[config.mk]
export PLATFORM = sky130hd
export DESIGN_NAME = scp_sense_clock
export DESIGN_NICKNAME = d
export VERILOG_FILES = /design/src/design/scp_pkg.sv /design/src/design/scp_sense_clock.sv
export SDC_FILE = /design/constraint.sdc
export NUM_CORES = 1
export LEC_CHECK = 0
export BUFFER_PORTS_ARGS = -buffer_cell sky130_fd_sc_hd__buf_2
export CORE_MARGIN = 3
export CORE_UTILIZATION = 50
export DETAILED_ROUTE_END_ITERATION = 6
export GPL_ROUTABILITY_DRIVEN = 0
export PLACE_DENSITY = 0.8
export REMOVE_ABC_BUFFERS = 1
export SLEW_MARGIN = 30
export SYNTH_ARGS = -nofsm -noshare
export SYNTH_HDL_FRONTEND = slang
export SYNTH_SLANG_ARGS = --single-unit
[constraint.sdc]
create_clock -name hclk -period 2 [get_ports hclk]
set_input_delay 0 -clock hclk [delete_from_list [all_inputs] [get_ports hclk]]
set_output_delay 0 -clock hclk [all_outputs]
set_load 0.005 [all_outputs]
[src/design/scp_pkg.sv]
`default_nettype none
package scp_pkg;
    // register indexes; byte address is four times the index
    localparam logic [9:0] SCP_IDX_CTRL = 10'h0A9;
    localparam logic [9:0] SCP_IDX_CFG = 10'h0AA;
    localparam logic [9:0] SCP_IDX_STAT = 10'h0AB;
    localparam logic [7:0] SCP_CTRL_RESET = 8'h00;
    localparam logic [7:0] SCP_CFG_RESET = 8'h00;
    // sequence generator
    localparam int SCP_LFSR_W = 12;
    localparam logic [11:0] SCP_LFSR_SEED = 12'h001;
    localparam int SCP_MSB_SHORT = 7;
    localparam int SCP_MSB_LONG = 11;
    localparam int SCP_CNT_W = 8;
    // normal sense clock pin select codes
    localparam logic [1:0] SCP_OUT_NONE = 2'h0;
    localparam logic [1:0] SCP_OUT_CMP0 = 2'h1;
    localparam logic [1:0] SCP_OUT_CMP1 = 2'h2;
    localparam logic [1:0] SCP_OUT_SCLK = 2'h3;
    localparam logic [1:0] SCP_HTRANS_NONSEQ = 2'h2;

    // sequence_prescaler_control, bit 7 down to bit 0
    typedef struct packed {
        logic sense_clock_route;
        logic sense_clock_invert;
        logic sequence_length_select;
        logic sequence_gen_enable;
        logic divider_bypass;
        logic [2:0] divider_ratio_select;
    } scp_ctrl_t;

    // sense configuration, bit 7 down to bit 0
    typedef struct packed {
        logic sigma_delta_sensing_mode;
        logic sigma_delta_clock_source_pick;
        logic [1:0] sense_clock_rate_select;
        logic [1:0] sense_pin_output_select;
        logic port1_pin_route_select;
        logic port0_pin_route_select;
    } scp_cfg_t;

    // block state seen by software
    typedef struct packed {
        logic [11:0] lfsr;
        logic seq_bit;
        logic presc_level;
        logic sense_clk;
        logic normal_clk;
    } scp_stat_t;
endpackage
`default_nettype wire

[src/design/scp_sense_clock.sv]
`default_nettype none
module scp_sense_clock
    import scp_pkg::*;
(
    input wire logic hclk,
    input wire logic hresetn,
    input wire logic hsel,
    input wire logic [31:0] haddr,
    input wire logic [1:0] htrans,
    input wire logic hwrite,
    input wire logic [2:0] hsize,
    input wire logic [31:0] hwdata,
    input wire logic hready,
    output logic hreadyout,
    output logic hresp,
    output logic [31:0] hrdata,
    input wire logic [1:0] cmp_out,
    output logic pin_p1_out,
    output logic pin_p0_out,
    output logic presc_tick,
    output logic seq_bit
);
    function automatic logic [7:0] div_mask(input logic [2:0] ratio);
        logic [7:0] m;
        m = 8'h00;
        for (int i = 0; i < 8; i++) begin
            if (i <= int'(ratio)) begin
                m[i] = 1'b1;
            end
        end
        return m;
    endfunction

    function automatic logic [11:0] lfsr_step(input logic [11:0] v, input logic long);
        logic fb;
        fb = long ? (v[11] ^ v[5] ^ v[3] ^ v[0]) : (v[7] ^ v[5] ^ v[4] ^ v[3]);
        return long ? {v[10:0], fb} : {4'h0, v[6:0], fb};
    endfunction

    function automatic logic [31:0] reg_read(input logic [9:0] idx, input scp_ctrl_t c,
                                             input scp_cfg_t g, input scp_stat_t s);
        logic [31:0] r;
        r = 32'h0000_0000;
        if (idx == SCP_IDX_CTRL) begin
            r[7:0] = c;
        end else if (idx == SCP_IDX_CFG) begin
            r[7:0] = g;
        end else if (idx == SCP_IDX_STAT) begin
            r[15:0] = s;
        end
        return r;
    endfunction

    // bus and register state
    scp_ctrl_t ctl_q, ctl_d;
    scp_cfg_t cfg_q, cfg_d;
    logic wr_q, wr_d;
    logic [9:0] idx_q, idx_d;
    logic [31:0] hrdata_q, hrdata_d;
    logic take;
    scp_stat_t stat;

    // clocking state
    logic [SCP_CNT_W-1:0] cnt_q, cnt_d;
    logic [11:0] lfsr_q, lfsr_d;
    logic pin_p1_q, pin_p1_d, pin_p0_q, pin_p0_d;
    logic presc_level, normal_clk, sense_clk, routed_clk, normal_pin;

    assign take = hsel && htrans == SCP_HTRANS_NONSEQ && hready;
    assign hreadyout = 1'b1;
    assign hresp = 1'b0;
    assign hrdata = hrdata_q;

    always_comb begin
        ctl_d = ctl_q;
        cfg_d = cfg_q;
        wr_d = wr_q;
        idx_d = idx_q;
        hrdata_d = hrdata_q;
        if (wr_q && idx_q == SCP_IDX_CTRL) begin
            ctl_d = hwdata[7:0];
        end
        if (wr_q && idx_q == SCP_IDX_CFG) begin
            cfg_d = hwdata[7:0];
        end
        if (hready) begin
            wr_d = take && hwrite;
            idx_d = haddr[11:2];
        end
        // read the next values so a read right after a write sees it
        if (take && !hwrite) begin
            hrdata_d = reg_read(haddr[11:2], ctl_d, cfg_d, stat);
        end
    end

    always_ff @(posedge hclk or negedge hresetn) begin
        if (!hresetn) begin
            ctl_q <= SCP_CTRL_RESET;
            cfg_q <= SCP_CFG_RESET;
            wr_q <= 1'b0;
            idx_q <= 10'h000;
            hrdata_q <= 32'h0000_0000;
        end else begin
            ctl_q <= ctl_d;
            cfg_q <= cfg_d;
            wr_q <= wr_d;
            idx_q <= idx_d;
            hrdata_q <= hrdata_d;
        end
    end

    // prescaler: tick once per divisor, or every cycle in bypass
    always_comb begin
        presc_tick = ctl_q.divider_bypass ||
            ((cnt_q & div_mask(ctl_q.divider_ratio_select)) ==
             div_mask(ctl_q.divider_ratio_select));
        // a flop cannot make hclk itself, so bypass shows hclk/2 on the pin
        presc_level = ctl_q.divider_bypass ? cnt_q[0] :
            cnt_q[ctl_q.divider_ratio_select];
        normal_clk = cnt_q[cfg_q.sense_clock_rate_select];
        seq_bit = ctl_q.sequence_gen_enable &&
            (ctl_q.sequence_length_select ? lfsr_q[SCP_MSB_LONG] :
             lfsr_q[SCP_MSB_SHORT]);
        if (cfg_q.sigma_delta_sensing_mode) begin
            sense_clk = cfg_q.sigma_delta_clock_source_pick ? seq_bit : presc_level;
        end else begin
            sense_clk = normal_clk;
        end
        routed_clk = sense_clk ^ ctl_q.sense_clock_invert;
        unique case (cfg_q.sense_pin_output_select)
            SCP_OUT_NONE: normal_pin = 1'b0;
            SCP_OUT_CMP0: normal_pin = cmp_out[0];
            SCP_OUT_CMP1: normal_pin = cmp_out[1];
            SCP_OUT_SCLK: normal_pin = sense_clk;
        endcase
        pin_p1_d = (ctl_q.sense_clock_route && cfg_q.port1_pin_route_select) ?
            routed_clk : normal_pin;
        pin_p0_d = (ctl_q.sense_clock_route && cfg_q.port0_pin_route_select) ?
            routed_clk : normal_pin;
        cnt_d = cnt_q + 8'h01;
        lfsr_d = lfsr_q;
        if (!ctl_q.sequence_gen_enable) begin
            lfsr_d = SCP_LFSR_SEED;
        end else if (presc_tick) begin
            lfsr_d = lfsr_step(lfsr_q, ctl_q.sequence_length_select);
            // a length switch can leave the short window all zero
            if (lfsr_d == 12'h000) begin
                lfsr_d = SCP_LFSR_SEED;
            end
        end
    end

    always_ff @(posedge hclk or negedge hresetn) begin
        if (!hresetn) begin
            cnt_q <= 8'h00;
            lfsr_q <= SCP_LFSR_SEED;
            pin_p1_q <= 1'b0;
            pin_p0_q <= 1'b0;
        end else begin
            cnt_q <= cnt_d;
            lfsr_q <= lfsr_d;
            pin_p1_q <= pin_p1_d;
            pin_p0_q <= pin_p0_d;
        end
    end

    assign pin_p1_out = pin_p1_q;
    assign pin_p0_out = pin_p0_q;
    assign stat = '{lfsr: lfsr_q, seq_bit: seq_bit, presc_level: presc_level,
                    sense_clk: sense_clk, normal_clk: normal_clk};
endmodule
`default_nettype wire

* Yosys cells after proc, flatten, opt, wreduce, memory -nomap -nowiden *
Cells that the tools add are included.

storage, ports and cells
  input port bits = 76
  word-level logic and storage cells = 91
  output and inout bits = 38
  flip-flop bits (word level) = 65

operators by class
  add/sub/neg operators = 1
  equal/unequal tests = 11
  bitwise operators = 8
  reduce and logical (&&, ||, !) cells = 13
  mux-type cells = 30
  $lt $le $gt $ge = 9

operators by type and width
  cell                                                                   count
  10-bit by 8-bit == test with 1-bit output (second input constant)      5
  12-bit two-way mux                                                     4
  8-bit two-way mux                                                      6
  1-bit two-way mux                                                      16
  16-bit two-way mux                                                     1
  3-bit <= comparator (first input constant)                             4
  12-bit zero test                                                       1
  1-bit logical AND                                                      9
  8-bit by 1-bit adder with 8-bit output (second input constant)         1
  8-bit bitwise AND                                                      1
  8-bit == test                                                          1
  1-bit bitwise XOR                                                      7
  2-bit == test (second input constant)                                  3
  2-bit by 3-bit <= comparator with 1-bit output (first input constant)  2
  2-bit by 4-bit < comparator with 1-bit output (second input constant)  1
  3-bit by 4-bit < comparator with 1-bit output (second input constant)  1
  1-bit case mux with 4 select lines                                     1
  1-bit binary-select mux with 3-bit select                              1
  1-bit by 3-bit <= comparator with 1-bit output (first input constant)  1
  1-bit binary-select mux with 2-bit select                              1
  2-bit by 1-bit == test with 1-bit output (second input constant)       1
  2-bit zero test                                                        1
  2-bit inequality test (second input constant)                          1
  1-bit zero test                                                        1
  1-bit logical OR                                                       1

* Logic depth before layout (Yosys ltp) *
  word-level depth = 9
  mapped depth = 7
  depth with buffers taken out = 6

* Worst setup path after synthesis *
OpenSTA, ideal clock, no wires.

  path kind = register to register
  from = register idx_q[4]
  to = register hrdata_q[5] (netlist: hrdata[5])
  clock period less this slack = 1838 ps
  stages on the path, launching flop included = 7
  path slack = 162 ps
  path buffers = 0
  data arrival time = 1701 ps
  library setup time = 137 ps
  required time = 1863 ps
  path through = dfrtp_1 > nand4bb_4 > nor4_4 > nand3b_2 > mux2_2 > a221oi_1 > a21oi_1

RTL lines
  item                      RTL line                RTL
  start: declaration        scp_sense_clock.sv:58   logic [9:0] idx_q, idx_d;
  start signal: assignment  scp_sense_clock.sv:107  idx_q <= idx_d;
  end signal: assignment    scp_sense_clock.sv:108  hrdata_q <= hrdata_d;
  end: declaration          scp_sense_clock.sv:59   logic [31:0] hrdata_q, hrdata_d;

==> metrics.txt <==
first-pass GRT wire length=11900 um; Syn Inst Count=287; Die Wd=87.0 um; synthesized area per cell=11.4 um2; Synth area leader=dfrtp_1; clock skew=0.00884 ns; total core area=0.00613 mm2; Clock Latency Late Sink=0.34 ns; clock sink count=65; Layout area overhead=25.6%; Critical Path Sink Type=flip-flop; vias per std cell=5.53; worst hold stages=5; Worst Path Max Fanout=8; mapped cell area=0.00328 mm2; EDFF count, synth=0; final global-route overflow total=0; DP Worst Slack=-0.0562 ns; post-DP HPWL=5120 um; WP data required=2.23 ns; Synth top cells by count=64 x dfrtp_1, 31 x nand2_1, 26 x mux2_2, 18 x buf_4, 13 x nand3_1; Worst R2R Setup Slack=0.02 ns; worst hold margin=0.0382 ns; ys flop type=dfrtp_1; Comb pwr share=0.127; DR vias=2507; Power Dens Cells=712 mW/mm2; Sw Share=0.246; Bufs on Longest Clock Path=2; clock group share of total power=0.371; worst relative slew slack=0.616; setup TNS=0 ns; hold wc startpoint=cmp_out[0]; run status=completed; die area=0.00756 mm2; clock transition at the registers of the reported paths=0.07 ns; n_diodes=0; CTS tree=yes; Setup Crit Path Kind=flip-flop to flip-flop; final setup fails=0; post-place instance area=0.00361 mm2; R2R Path Start=idx_q[2]; largest net degree at the start of global routing=40; TritonCTS Buffers=9; worst reg2reg endpoint=hrdata[0]; final wirelength=7490 um; I/O pins=114; CTS root buf=clkbuf_8; Peak VDD IR=0.000536 V; count of pins over their slew limit=0; min cycle time layout=1.98 ns; Seq pwr share=0.502; final hold violation count=0; drt first pass iters=4; I/O Buffers=46; Arrival @ worst endpoint=2.21 ns; Layout Nets=450; fmax=0.504 GHz; Initial Util=0.535; period utilization=0.992; Tot GR Track Use=0.208; post-synth top area share=0.489; Max-Cap Viols=0; footprint of the multi-input gates=0.00158 mm2; DRC violations left=0; H-tree depth=3; sw power=0.721 mW; register area=0.00163 mm2; Synth Register Bits=65; Hold Path End=pin_p1_out; CP Launch Type=flip-flop; most frequent cell after synthesis=dfrtp_1; Yosys cell types=56; top cells by area, synth=dfrtp_1 49%, mux2_2 8.9%, buf_4 4.1%; RSZ-0062 raised after global routing=yes; Leak=1.97 nW; vias in the first global route=2437; Seq/Total Area, Yosys=0.497; Setup WS post-layout=0.0160 ns; internal power=2.21 mW; die height=87.0 um; Post-Layout Inst Area=0.00412 mm2; Worst Tran Pin Value=0.574 ns; Hold WC Path Type=input pin to flip-flop; asr flop ratio synth=1.00; share of cells above drive strength 1=0.336; 1st-iter DRT viols=167; initial antenna violation count=0; std cell rows=28; reg2reg path depth=7; Routed Antenna Nets=0; # fillers=446; average wire per standard cell=16.5 um; yosys warns=0
==> flip-flops by register name (all words and copies together), names as in the netlist <==
signal / count
pin_p0_out: 1
pin_p1_out: 1
cfg_q: 8
lfsr_q: 12
idx_q: 10
hrdata: 16
wr_q: 1
ctl_q: 8
cnt_q: 8
==> worst max path at each step <==
stage	to	start	slack, ns
6_report	hrdata[0]	idx_q[2]	0.02
5_1_grt	hrdata[5]	idx_q[2]	-0.07
4_1_cts	hrdata[7]	idx_q[9]	-0.003
3_5_place_dp	hrdata[2]	idx_q[4]	-0.06
3_3_place_gp	hrdata[7]	idx_q[4]	0.003
2_1_floorplan	hrdata[5]	idx_q[4]	0.14
==> metal layers <==
layer / up-vias / part of all wire / track usage
met4: 0 / 0.0087 / 0.0609
met1: 1245 / 0.43 / 0.269
met5: - / 0 / 0
li1: 1159 / - / -
met2: 96 / 0.49 / 0.336
met3: 7 / 0.076 / 0.0634
==> critical path: stages (launching register included) <==
cell	delay, ns
dfrtp_1	0.37
nand4bb_4	0.23
nor4_4	0.21
buf_4	0.18
nand3b_4	0.18
mux2_4	0.36
a22o_1	0.19
o22a_1	0.17
==> cell usage in the layout, fill, tap and decap left out, types with 2 or more instances in the layout <==
cell type	instances
clkbuf_1	3
xor2_1	4
o21ai_0	5
mux4_2	2
nand2_1	31
nand2b_1	2
clkinv_2	2
nand3b_1	6
nor3_1	3
mux2i_1	9
a21boi_0	3
mux2_2	22
a221oi_2	3
dlygate4sd3_1	21
inv_1	6
o22a_1	3
buf_4	14
conb_1	18
clkbuf_8	10
a21oi_1	8
a211oi_1	2
nor2b_1	10
a21oi_2	2
and2_1	2
a22o_1	3
nand3b_4	2
nand3_1	13
buf_6	3
buf_2	46
a21o_1	4
dfrtp_1	63
xnor2_1	7
nor2_1	10
mux2_4	4
==> power groups by stage <==
stage	combinational, mW	sequential (mW)	clock [mW]
after global placement	0.319	1.49	0
after global routing	0.406	1.48	1.17
final	0.372	1.47	1.09
after floorplan	0.169	1.48	0
after detailed placement	0.328	1.49	0
after CTS	0.367	1.47	1.12
==> through the flow <==
| stage | std cells | power [mW] | util |
|---|---|---|---|
| 2_1_floorplan | 277 | 1.65 | - |
| 3_3_place_gp | 412 | 1.81 | 0.589 |
| 3_5_place_dp | 412 | 1.82 | 0.589 |
| 4_1_cts | 451 | 2.95 | 0.664 |
| 5_1_grt | 453 | 3.06 | 0.672 |
| 6_report | 453 | 2.93 | 0.672 |
==> kinds of logic (layout without fill, tap and decap cells) <==
logic type	after synthesis	in the layout	share of synthesized area
and+or+nand+nor	92	92	0.163
buffers and inverters	32	107	0.0580
muxes	38	38	0.140
adders and majority gates	1	1	0.00382
DFF	65	65	0.497
AOI/OAI and AO/OA	46	46	0.107
xor gates and xnor gates	11	11	0.0294
other	2	18	0.00229
==> area by class of cell <==
class | count | area share
sequential | 65 | 0.396
inverter | 6 | 0.00547
multi-input combinational | 206 | 0.385
timing repair buffer | 85 | 0.146
tap | 75 | 0.0228
clock buffer | 13 | 0.0362
clock inverter | 3 | 0.00972
==> repair_timing <==
action | CTS | global route
setup buffers | 2 | 2
hold buffers | 21 | 0
endpoints found under the setup margin | 9 | 22
pin swaps | 2 | 10
hold endpoints to repair | 92 | 0
gates resized for setup | 8 | 11
No activity file was read; power rests on OpenSTA's default activity.
